===== config.mk =====
export PLATFORM = sky130hd
export DESIGN_NAME = hub_port_status_bits
export DESIGN_NICKNAME = d
export VERILOG_FILES = /design/src/verilog/hub_port_pkg.sv /design/src/verilog/port_req_if.sv /design/src/verilog/feature_decoder.sv /design/src/verilog/hub_port_status_bits.sv
export SDC_FILE = /design/constraint.sdc
export NUM_CORES = 1
export LEC_CHECK = 0
export ABC_AREA = 1
export BUFFER_PORTS_ARGS = -buffer_cell sky130_fd_sc_hd__buf_2
export CORE_UTILIZATION = 25
export DETAILED_ROUTE_END_ITERATION = 7
export SLEW_MARGIN = 40
export SYNTH_ARGS = -nofsm -noshare
export SYNTH_HDL_FRONTEND = slang
export SYNTH_SLANG_ARGS = --single-unit
export TNS_END_PERCENT = 5

===== constraint.sdc =====
create_clock -name I_CORE_CLK -period 1.45 [get_ports I_CORE_CLK]
set_clock_uncertainty 0.1 [all_clocks]
set_input_delay 0.2175 -clock I_CORE_CLK [delete_from_list [all_inputs] [get_ports I_CORE_CLK]]
set_output_delay 0.2175 -clock I_CORE_CLK [all_outputs]
set_load 0.005 [all_outputs]

===== src/verilog/hub_port_pkg.sv =====
// Package with the port status layout, feature codes and port state encoding.
package hub_port_pkg;
   localparam int           STAT_W       = 16;
   localparam int           FEAT_W       = 8;
   localparam int           BIT_CONN     = 0;
   localparam int           BIT_EN       = 1;
   localparam int           BIT_SUSP     = 2;
   localparam int           BIT_OC       = 3;
   localparam int           BIT_RST      = 4;
   localparam int           BIT_PWR      = 8;
   localparam int           BIT_LOW      = 9;
   localparam int           BIT_HIGH     = 10;
   localparam int           BIT_TEST     = 11;
   localparam int           BIT_IND      = 12;
   localparam logic [15:0]  STAT_RESET   = 16'h0000;
   localparam logic [7:0]   SEL_DEFAULT  = 8'h00;
   localparam logic [7:0]   FEAT_CONN    = 8'h00;
   localparam logic [7:0]   FEAT_EN      = 8'h01;
   localparam logic [7:0]   FEAT_SUSP    = 8'h02;
   localparam logic [7:0]   FEAT_OC      = 8'h03;
   localparam logic [7:0]   FEAT_RST     = 8'h04;
   localparam logic [7:0]   FEAT_PWR     = 8'h08;
   localparam logic [7:0]   FEAT_LOW     = 8'h09;
   localparam logic [7:0]   FEAT_HIGH    = 8'h0A;
   localparam logic [7:0]   FEAT_TEST    = 8'h0B;
   localparam logic [7:0]   FEAT_IND     = 8'h0C;

   typedef enum logic [3:0] {
      PS_POWERED_OFF, PS_DISCONNECTED, PS_DISABLED, PS_ENABLED, PS_RESETTING,
      PS_SPEED_EVAL, PS_SUSPENDED, PS_RESUMING, PS_EOP_SEND, PS_RESTART_SUSP,
      PS_RESTART_END, PS_TRANSMIT, PS_TRANSMIT_RESUME
   } port_state_t;

   typedef enum logic [2:0] {
      ACT_NOOP, ACT_ERROR, ACT_ENABLE, ACT_SUSPEND, ACT_RESET, ACT_POWER,
      ACT_TEST, ACT_IND
   } req_act_t;
endpackage


===== src/verilog/port_req_if.sv =====
// Interface carrying a feature request to the decoder and its class back.
`timescale 1ns/1ps
interface port_req_if;
   logic                       valid;
   logic                       set;
   logic [7:0]                 feature;
   hub_port_pkg::req_act_t     act;
   modport ctl (output valid, output set, output feature, input act);
   modport dec (input valid, input set, input feature, output act);
endinterface


===== src/verilog/feature_decoder.sv =====
// Classifies a set or clear feature request into the action it takes.
`timescale 1ns/1ps
module feature_decoder (
   port_req_if.dec req
);
   import hub_port_pkg::*;

   function automatic req_act_t classify(input logic set, input logic [7:0] feat);
      req_act_t a;
      a = ACT_ERROR;
      case (feat)
         FEAT_CONN: a = ACT_NOOP;
         FEAT_EN:   a = set ? ACT_ERROR : ACT_ENABLE;
         FEAT_SUSP: a = ACT_SUSPEND;
         FEAT_OC:   a = ACT_NOOP;
         FEAT_RST:  a = set ? ACT_RESET : ACT_NOOP;
         FEAT_PWR:  a = ACT_POWER;
         FEAT_LOW:  a = ACT_NOOP;
         FEAT_HIGH: a = ACT_NOOP;
         FEAT_TEST: a = ACT_TEST;
         FEAT_IND:  a = ACT_IND;
         default:   a = ACT_ERROR;
      endcase
      return a;
   endfunction

   // Gated by valid so an idle bus reads as a no-op; still ready in the request cycle.
   always_comb begin
      req.act = req.valid ? classify(req.set, req.feature) : ACT_NOOP;
   end
endmodule


===== src/verilog/hub_port_status_bits.sv =====
// Status word logic for one downstream hub port and its feature requests.
// What this block does
// - Slow-device flag is one for a low-speed attached device.
// - Fast-device flag, bit 10, is one for high speed, zero full speed.
// - Test-mode flag in bit 11, changed by set and clear feature.
// - Lamp-override flag in bit 12 shows software-controlled indicator colour.
// - Reserved status bits 13 to 15 always read zero.
// - While powered, attached flag follows whether a device is present.
// - Attached flag clears when powered off or disconnected, sets on attach.
// - Feature requests on the attached flag are no-operations.
// - Port-active flag sets only on leaving resetting or speed check.
// - Port-active clears on power off, clear request, fault, disconnect, reset.
// - Set-feature on the port-active flag is answered with a request error.
// - Port-active means the port may carry packets and resume signaling.
// - Sleep flag sets on suspend request only while port-active is one.
// - While asleep, downstream traffic is blocked; resume from port still served.
// - Sleep flag clears on end-of-packet or restart exits, or losing active.
// - Overload flag follows an over-current on this port.
// - Over-current on another port affecting this one also sets overload.
// - Feature requests on the overload flag are no-operations.
// - Port-reinit flag is one in resetting; set-feature reset starts it.
// - Port-reinit flag is zero while powered off.
// - Clear-feature on the port-reinit flag is a no-operation.
// - Over-current detection is always present for a self-powered hub.
// - Get-status returns four bytes: status word then change word.
`timescale 1ns/1ps
module hub_port_status_bits (
   input  wire logic                       I_CORE_CLK,
   input  wire logic                       I_RST_N,
   input  wire logic                       I_REQ_VALID,
   input  wire logic                       I_REQ_SET,
   input  wire logic [7:0]                 I_REQ_FEATURE,
   input  wire logic [7:0]                 I_REQ_SELECTOR,
   input  wire logic                       I_STAT_REQ,
   input  wire logic [15:0]                I_CHANGE_WORD,
   input  wire hub_port_pkg::port_state_t  I_PORT_STATE,
   input  wire logic                       I_PORT_ERROR,
   input  wire logic                       I_SPEED_LOW,
   input  wire logic                       I_SPEED_HIGH,
   input  wire logic                       I_ATTACH_DET,
   input  wire logic                       I_OC_LOCAL,
   input  wire logic                       I_OC_OTHER,
   output logic [15:0]                     O_PORT_STATUS,
   output logic                            O_STAT_VALID,
   output logic [31:0]                     O_STAT_DATA,
   output logic                            O_REQ_DONE,
   output logic                            O_REQ_ERR,
   output logic                            O_RESET_REQ,
   output logic                            O_DISABLE_REQ,
   output logic                            O_RESUME_REQ,
   output logic                            O_PWR_ON_REQ,
   output logic                            O_PWR_OFF_REQ,
   output logic                            O_SUSPEND,
   output logic                            O_FORWARD_EN,
   output logic                            O_TEST_MODE,
   output logic [7:0]                      O_TEST_SEL,
   output logic [7:0]                      O_IND_SEL
);
   import hub_port_pkg::*;

   port_req_if req ();
   port_state_t prev_reg;
   logic [1:0]  attach_sync_reg;
   logic [1:0]  ocl_sync_reg;
   logic [1:0]  oco_sync_reg;
   logic        conn_reg;
   logic        en_reg;
   logic        susp_reg;
   logic        oc_reg;
   logic        rst_reg;
   logic        pwr_reg;
   logic        low_reg;
   logic        high_reg;
   logic        test_reg;
   logic        ind_reg;
   logic        en_clear;
   logic        en_set;
   logic        susp_exit;
   logic        do_req;
   logic        reset_ok;
   logic        test_ok;

   assign req.valid   = I_REQ_VALID;
   assign req.set     = I_REQ_SET;
   assign req.feature = I_REQ_FEATURE;

   feature_decoder u_dec (
      .req (req)
   );

   function automatic logic in_reset_phase(input port_state_t s);
      return (s == PS_RESETTING) || (s == PS_SPEED_EVAL);
   endfunction

   // Pins from the port pads come from outside the clock domain.
   always_ff @(posedge I_CORE_CLK or negedge I_RST_N) begin
      if (!I_RST_N) begin
         attach_sync_reg <= 2'h0;
         ocl_sync_reg    <= 2'h0;
         oco_sync_reg    <= 2'h0;
         prev_reg        <= PS_POWERED_OFF;
      end else begin
         attach_sync_reg <= {attach_sync_reg[0], I_ATTACH_DET};
         ocl_sync_reg    <= {ocl_sync_reg[0], I_OC_LOCAL};
         oco_sync_reg    <= {oco_sync_reg[0], I_OC_OTHER};
         prev_reg        <= I_PORT_STATE;
      end
   end

   assign do_req   = I_REQ_VALID && I_REQ_SET;
   assign reset_ok = (I_PORT_STATE != PS_POWERED_OFF) && conn_reg;
   assign test_ok  = (I_PORT_STATE == PS_DISABLED) || (I_PORT_STATE == PS_DISCONNECTED) ||
                     (I_PORT_STATE == PS_SUSPENDED);

   // Any event that drops port-active; a clear request loses to a reset exit.
   assign en_set   = in_reset_phase(prev_reg) && (I_PORT_STATE == PS_ENABLED);
   assign en_clear = (I_PORT_STATE == PS_POWERED_OFF) ||
                     (I_PORT_STATE == PS_DISCONNECTED) || I_PORT_ERROR ||
                     (I_REQ_VALID && !I_REQ_SET && req.act == ACT_ENABLE) ||
                     (do_req && req.act == ACT_RESET && reset_ok);
   assign susp_exit = ((prev_reg == PS_EOP_SEND) && (I_PORT_STATE == PS_ENABLED)) ||
                      ((prev_reg == PS_RESTART_SUSP) && (I_PORT_STATE == PS_TRANSMIT));

   always_ff @(posedge I_CORE_CLK or negedge I_RST_N) begin
      if (!I_RST_N) begin
         conn_reg <= 1'b0;
      end else if ((I_PORT_STATE == PS_POWERED_OFF) || (I_PORT_STATE == PS_DISCONNECTED)) begin
         conn_reg <= 1'b0;
      end else if ((prev_reg == PS_DISCONNECTED) && (I_PORT_STATE == PS_DISABLED) &&
                   attach_sync_reg[1]) begin
         conn_reg <= 1'b1;
      end else if (!attach_sync_reg[1]) begin
         conn_reg <= 1'b0;
      end
   end

   always_ff @(posedge I_CORE_CLK or negedge I_RST_N) begin
      if (!I_RST_N) begin
         en_reg <= 1'b0;
      end else if (en_set) begin
         en_reg <= 1'b1;
      end else if (en_clear) begin
         en_reg <= 1'b0;
      end
   end

   always_ff @(posedge I_CORE_CLK or negedge I_RST_N) begin
      if (!I_RST_N) begin
         susp_reg <= 1'b0;
      end else if (susp_exit || (en_clear && !en_set)) begin
         susp_reg <= 1'b0;
      end else if (do_req && req.act == ACT_SUSPEND && en_reg) begin
         susp_reg <= 1'b1;
      end
   end

   // Detection is built in unconditionally, so a self-powered build never lacks it.
   always_ff @(posedge I_CORE_CLK or negedge I_RST_N) begin
      if (!I_RST_N) begin
         oc_reg <= 1'b0;
      end else begin
         oc_reg <= ocl_sync_reg[1] || oco_sync_reg[1];
      end
   end

   always_ff @(posedge I_CORE_CLK or negedge I_RST_N) begin
      if (!I_RST_N) begin
         rst_reg  <= 1'b0;
         pwr_reg  <= 1'b0;
         low_reg  <= 1'b0;
         high_reg <= 1'b0;
      end else begin
         rst_reg  <= (I_PORT_STATE == PS_RESETTING);
         pwr_reg  <= (I_PORT_STATE != PS_POWERED_OFF);
         low_reg  <= conn_reg && I_SPEED_LOW;
         high_reg <= conn_reg && !I_SPEED_LOW && I_SPEED_HIGH;
      end
   end

   always_ff @(posedge I_CORE_CLK or negedge I_RST_N) begin
      if (!I_RST_N) begin
         test_reg   <= 1'b0;
         O_TEST_SEL <= SEL_DEFAULT;
      end else if (I_REQ_VALID && req.act == ACT_TEST) begin
         if (!I_REQ_SET) begin
            test_reg <= 1'b0;
         end else if (test_ok) begin
            test_reg   <= 1'b1;
            O_TEST_SEL <= I_REQ_SELECTOR;
         end
      end
   end

   always_ff @(posedge I_CORE_CLK or negedge I_RST_N) begin
      if (!I_RST_N) begin
         ind_reg   <= 1'b0;
         O_IND_SEL <= SEL_DEFAULT;
      end else if (I_REQ_VALID && req.act == ACT_IND) begin
         ind_reg   <= I_REQ_SET && (I_REQ_SELECTOR != SEL_DEFAULT);
         O_IND_SEL <= I_REQ_SET ? I_REQ_SELECTOR : SEL_DEFAULT;
      end
   end

   // Request answers and the one-cycle commands to the port state machine.
   always_ff @(posedge I_CORE_CLK or negedge I_RST_N) begin
      if (!I_RST_N) begin
         O_REQ_DONE    <= 1'b0;
         O_REQ_ERR     <= 1'b0;
         O_RESET_REQ   <= 1'b0;
         O_DISABLE_REQ <= 1'b0;
         O_RESUME_REQ  <= 1'b0;
         O_PWR_ON_REQ  <= 1'b0;
         O_PWR_OFF_REQ <= 1'b0;
      end else begin
         O_REQ_DONE    <= I_REQ_VALID;
         O_REQ_ERR     <= I_REQ_VALID && ((req.act == ACT_ERROR) ||
                          (do_req && req.act == ACT_RESET && !reset_ok) ||
                          (do_req && req.act == ACT_TEST && !test_ok));
         O_RESET_REQ   <= do_req && req.act == ACT_RESET && reset_ok;
         O_DISABLE_REQ <= I_REQ_VALID && !I_REQ_SET && req.act == ACT_ENABLE;
         O_RESUME_REQ  <= I_REQ_VALID && !I_REQ_SET && req.act == ACT_SUSPEND && susp_reg;
         O_PWR_ON_REQ  <= do_req && req.act == ACT_POWER;
         O_PWR_OFF_REQ <= I_REQ_VALID && !I_REQ_SET && req.act == ACT_POWER;
      end
   end

   always_comb begin
      O_PORT_STATUS           = STAT_RESET;
      O_PORT_STATUS[BIT_CONN] = conn_reg;
      O_PORT_STATUS[BIT_EN]   = en_reg;
      O_PORT_STATUS[BIT_SUSP] = susp_reg;
      O_PORT_STATUS[BIT_OC]   = oc_reg;
      O_PORT_STATUS[BIT_RST]  = rst_reg;
      O_PORT_STATUS[BIT_PWR]  = pwr_reg;
      O_PORT_STATUS[BIT_LOW]  = low_reg;
      O_PORT_STATUS[BIT_HIGH] = high_reg;
      O_PORT_STATUS[BIT_TEST] = test_reg;
      O_PORT_STATUS[BIT_IND]  = ind_reg;
   end

   // Resume detection elsewhere is never gated by this, only downstream traffic.
   assign O_FORWARD_EN = en_reg && !susp_reg;
   assign O_SUSPEND    = susp_reg;
   assign O_TEST_MODE  = test_reg;

   // One register load takes every flag at once, so the reply cannot tear.
   always_ff @(posedge I_CORE_CLK or negedge I_RST_N) begin
      if (!I_RST_N) begin
         O_STAT_VALID <= 1'b0;
         O_STAT_DATA  <= 32'h0000_0000;
      end else begin
         O_STAT_VALID <= I_STAT_REQ;
         if (I_STAT_REQ) begin
            O_STAT_DATA <= {I_CHANGE_WORD, O_PORT_STATUS};
         end
      end
   end
endmodule


## After elaboration in Yosys (flattened, before gate mapping)

Cells that the tools add are included.

| storage, ports and cells | value |
|---|---|
| bits in registers | 70 |
| output and inout port bits | 75 |

| cells by class | value |
|---|---|
| equality and inequality tests | 29 |
| multiplexer cells | 14 |
| reductions and logical operators | 56 |

Operators by type and width:

| kind | number |
|---|---|
| $eq 8x4->1 const B | 5 |
| $logic_and 1x1->1 | 29 |
| $pmux 3 s7 | 1 |
| $eq 4x3->1 const B | 4 |
| $eq 8x2->1 const B | 2 |
| $eq 3x3->1 const B | 4 |
| $eq 4x4->1 const B | 3 |
| $logic_or 1x1->1 | 12 |
| $mux 1 | 9 |
| $eq 4x1->1 const B | 2 |
| $eq 4x2->1 const B | 2 |
| $eq 8x1->1 const B | 1 |
| $eq 8x3->1 const B | 1 |
| $logic_not 8->1 | 1 |
| $mux 8 | 1 |
| $reduce_bool 8->1 | 1 |
| $eq 3x2->1 const B | 2 |
| $logic_not 1->1 | 6 |
| $mux 3 | 2 |
| $logic_not 4->1 | 1 |
| $reduce_bool 2->1 | 2 |
| $reduce_bool 4->1 | 1 |
| $reduce_or 4->1 | 1 |
| $eq 3x1->1 const B | 1 |
| 5 further kinds | 5 |

## Longest topological paths before layout

| depth | value |
|---|---|
| word-level depth | 11 |
| gate-level depth with buffers | 14 |
| mapped depth without buffers | 13 |

## Modules after synthesis

From an unflattened synthesis, not the netlist that was laid out.

| second synthesis, totals | value |
|---|---|
| cells, all modules | 314 |
| area total of the unflattened synthesis | 3099.2 um^2 |

Modules (own cells, without submodules):

| module | instances | cells each | area an instance (um^2) |
|---|---|---|---|
| hub_port_status_bits | 1 | 259 | 2855.2 |
| feature_decoder | 1 | 55 | 244.0 |

## Least setup slack after synthesis

No wires, ideal clock.

| timing | value |
|---|---|
| path type | input to register |
| start | input I_REQ_FEATURE[6] |
| end | register test_reg, in the netlist O_TEST_MODE |
| library setup time | 0.121 ns |
| arrival | 1.256 ns |
| path slack | -0.026 ns |
| stages | 13 |
| path through | inv_1 nand2_1 nor2_8 nand2_2 nor2_4 inv_2 nand2_4 nand2_4 nor2_4 buf_6 nand2_1 nand2_1 nand2_1 |

| on the way | value |
|---|---|
| word-level cells in the longest chain between the ends | 7 |
| elaborated cells on any way between the ends | 16 |
| those cells by class | eq/ne (10); mux (2); reduce/logical (4) |

RTL lines:

| item | RTL line | text |
|---|---|---|
| start, declared | hub_port_status_bits.sv:32 | `input wire logic [7:0] I_REQ_FEATURE,` |
| $eq 8x2->1, or another cell as far along | feature_decoder.sv:11 | `case (feat)` |
| $reduce_or 4->1 (no line) | -- |  |
| $pmux 3 s7 * | feature_decoder.sv:11 |  |
| $mux 3 * | feature_decoder.sv:29 | `req.act = req.valid ? classify(req.set, req.feature) : ACT_NOOP;` |
| $eq 3x3->1 * | hub_port_status_bits.sv:184 | `end else if (I_REQ_VALID && req.act == ACT_TEST) begin` |
| $logic_and 1x1->1 * | hub_port_status_bits.sv:184 |  |
| $reduce_and 2->1 (no line) * | -- |  |
| end signal, assigned | hub_port_status_bits.sv:182 | `test_reg <= 1'b0;` |
| end signal, assigned | hub_port_status_bits.sv:186 | `test_reg <= 1'b0;` |
| end signal, assigned | hub_port_status_bits.sv:188 | `test_reg <= 1'b1;` |
| end, declared | hub_port_status_bits.sv:74 | `logic test_reg;` |

Every way passes the cells marked *; elsewhere a longest branch is shown, timed or not.
A chain may end at the register's enable or synchronous reset.

## Worst setup path in the final report

| timing | value |
|---|---|
| start | register conn_reg |
| end | register high_reg |

| on the way | value |
|---|---|
| word-level cells in the longest chain between the ends | 2 |

RTL lines:

| item | RTL line | text |
|---|---|---|
| start, declared | hub_port_status_bits.sv:66 | `logic conn_reg;` |
| start signal, assigned | hub_port_status_bits.sv:126 | `conn_reg <= 1'b0;` |
| start signal, assigned | hub_port_status_bits.sv:128 | `conn_reg <= 1'b0;` |
| start signal, assigned | hub_port_status_bits.sv:131 | `conn_reg <= 1'b1;` |
| $logic_and 1x1->1 (2 in a row) | hub_port_status_bits.sv:176 | `high_reg <= conn_reg && !I_SPEED_LOW && I_SPEED_HIGH;` |
| end signal, assigned | hub_port_status_bits.sv:176 |  |
| end, declared | hub_port_status_bits.sv:73 | `logic high_reg;` |

Every way passes these cells.

==> results list <==
* Routability Congestion: 0.770
- Combinational cell fraction of total power: 9.6%
* Number of hold violations in the final report: 0
* Number of max-slew violations in the final report: 0
- For this design the ratio of total power to cell area is 1040 nW/um^2.
- Number of buffers added on ports: 109
- Detailed placement finished with a half-perimeter wire length of 5.39 mm.
* Commonest register cell after synthesis: dfrtp_1
* Nature of the critical path startpoint: flop
- The worst-case IR drop observed on VDD is 0.482 mV.
- Post-detailed-route via-to-cell ratio: 4.02
- In this run, CTS created clock tree buffers numbering 9.
* Routed wirelength normalized by instance count: 11.2 microns
- The die covers 13300 sq um.
- Number of buffers added for setup after CTS: 0
- In this run the horizontal extent of the chip is 115 microns.
- The share of total power dissipated in sequential elements is 45.2%.
- Largest net degree at the start of global routing: 71
- Worst path slowest cell: dlygate4sd3_1
- Clock tree from TritonCTS: yes
- Combined area of all synthesized cells: 3210 sq um
- Data arrival time of the critical path: 1520 ps
* Initial Util: 25.5%
- Unrepaired setup endpoints after global routing: no
* Source-to-sink clock delay at the later pin of the worst-skew pair: 320 ps
- Number of different library cells in the post-synthesis netlist: 33
- Number of enable-type register cells in the synthesized netlist: 0
- Count of state elements after synthesis: 70
- Min Hold Slack: 20.2 ps
- Measured along the y axis, the die boundary spans 115 microns.
- The region available for standard cell placement spans 12600 sq um.
- Number of global-route vias before repair: 2345
* Aggregate global-route resource usage: 11.0%
- Class of the most critical setup path: reg2reg
* Number of instances in the synthesized netlist: 316
- Synth async-reset ratio: 100%
* Kind of cell adding the most delay to the critical path: buffers and inverters
- Switching Power: 1.01 mW
- Top Registers: O_STAT_DATA x26, O_IND_SEL x8, O_TEST_SEL x8
* Final instance count without filler cells: 625
* Critical path cell sequence: nand2_1 > nor2_1 > dlygate4sd3_1
* Row count: 41
* Diodes inserted: 0
- The routed layout has 2514 vias.
- Layout cell share with drive strength beyond 1: 47.0%
- Ports placed on the boundary: 122
* Total wirelength of the detailed-routed design: 7.02 mm
* Clock transition at the registers of the reported paths: 60 ps
* Flip-flop count of the largest register, all copies and words added: 26
* Synth-to-Final Area Change: 36.9%
- Crit path capture type: flop
* Maximum single-stage delay on the critical path: 550 ps
- First-pass GRT wire length: 11.2 mm
- Counting flops per register, the top entry is O_STAT_DATA.
* Detailed router's first-iteration violation count: 138
- Before antenna repair, the detailed router went through 4 iterations.
- The worst path uses 94.3% of the clock period.
- Sw Share: 22.2%
* Fraction of the core area covered by cells at the end of the flow: 34.9%
- Dpl cell area: 4020 sq um
* Setup violators final: 0
* Shortest clock period the worst path allows after layout: 1370 ps
- The initial antenna violation count was 0.
- Detail Route Antenna Nets: 0
- The clock tree synthesis step divided the H-tree into 3 levels.
- The tree is rooted in a clkbuf_16.
- The run finished with clean final reports.
* Number of cells in the design after placement: 602
- Global routing finished with a remaining overflow of 0.
- Int Pwr: 3.54 mW
- Summed over all cells, the static leakage comes to 2.39 nW.
- Dividing the synthesized area by the synthesized cell count gives 10.2 sq um.
- In this run the worst hold path is classified as in2reg.
- Data required time of the critical path: 1610 ps
- The clock drives 70 sinks.
- Peak Freq: 731 MHz
- Clock tree buffer depth: 2
- With fillers left out, the area of the finished cells amounts to 4390 sq um.
- Counting both buffers and inverters, the worst setup path holds a total of 1.
* Portion of the post-synthesis area used by sequential elements: 54.6%
- In the routed design, unresolved DRC markers number 0.
- The Yosys step of the flow raised 0 warnings.
- Largest fanout on the critical path: 7
- Number of nets in the final layout: 497
- The clock network is responsible for 45.2% of the overall power.
- MaxCap Viol Count: 0
-- worst register-to-register path: stages, from the launching register on --
cell and delay, ps:
dfrtp_1 470, nand2_1 80, nor2_1 90, dlygate4sd3_1 550
-- metal layers --
layer	wire length, microns	share of wire, %	vias to the layer above	GRT usage [%]
met5	0	0	-	0
met4	103	1.5	0	5.89
met3	355	5.1	8	2.90
met2	3270	47	80	17.5
met1	3290	47	1177	13.8
li1	-	-	1249	-
-- final timing paths --
kind	to	depth (start not counted)	slack [ps]	from
setup / recovery	high_reg$_DFF_PN0_	3	80	conn_reg$_DFFE_PN0P_
max in group asynchronous	high_reg$_DFF_PN0_	3	610	I_RST_N
hold / removal	O_REQ_DONE$_DFF_PN0_	1	20	I_REQ_VALID
min in group asynchronous	O_IND_SEL[5]$_DFFE_PN0P_	3	350	I_RST_N
setup reg to reg	high_reg$_DFF_PN0_	3	80	conn_reg$_DFFE_PN0P_
hold reg to reg	oco_sync_reg[1]$_DFF_PN0_	0	250	oco_sync_reg[0]$_DFF_PN0_
-- cell usage after synthesis, types with 4 or more instances --
cell,instances,area share (%)
a21oi_1,4,0.62
buf_4,22,5.1
dfrtp_1,70,55
inv_1,20,2.3
inv_2,5,0.59
mux2_2,24,8.4
nand2_1,70,8.2
nand2_2,8,1.6
nand2_4,6,2.1
nand3_1,17,2.7
nand4_1,5,0.98
nor2_1,25,2.9
nor3_1,6,0.94
o21ai_2,9,2.5
-- what timing repair did --
| item | CTS | global route |
|---|---|---|
| hold endpoints to repair | 77 | 0 |
| endpoints found under the setup margin | 0 | 5 |
| gates resized for setup | 0 | 2 |
| hold buffers | 9 | 0 |
-- placed cells by master, fill, tap and decap left out, types with 12 or more instances in the layout --
cell / count
buf_2: 108
dfrtp_1: 70
nand2_1: 69
mux2_2: 24
nor2_1: 23
buf_4: 22
inv_1: 17
nand3_1: 17
conb_1: 12
-- final cells by class --
cell class              count  area, sq um
clock buffers               9          225
clock inverters             5         52.6
fillers                  1294         8180
inverters                  26          103
multi-input cells         202         1210
flip-flops and latches     70         1750
well taps                 172          215
repair buffers            141          836
-- stage by stage --
step | setup slack, ps | TNS (ps) | total power [mW]
finish | 82.4 | 0 | 4.56
global placement | -170 | -2980 | 2.51
floorplan | 4.43 | 0 | 2.30
CTS | 49.0 | 0 | 4.65
global route | 4.47 | 0 | 4.78
detailed placement | -216 | -3710 | 2.52
-- power by group through the flow --
stage / clock (mW) / sequential [mW] / combinational, mW
floorplan: 0 / 2.10 / 0.199
global placement: 0 / 2.09 / 0.418
detailed placement: 0 / 2.10 / 0.426
CTS: 2.14 / 2.06 / 0.444
global route: 2.22 / 2.07 / 0.496
finish: 2.06 / 2.06 / 0.437
-- cell families (layout without fill, tap and decap cells) --
family | count (synthesis) | in the layout | share of synthesized area, %
AO/OA/AOI/OAI | 19 | 19 | 4.68
flip-flops | 70 | 70 | 54.6
XOR/XNOR | 1 | 1 | 0.273
AND/OR/NAND/NOR | 146 | 146 | 22.2
multiplexers | 24 | 24 | 8.42
buffers and inverters | 55 | 181 | 9.75
other | 1 | 12 | 0.117
(Power assumes the default switching activity.)
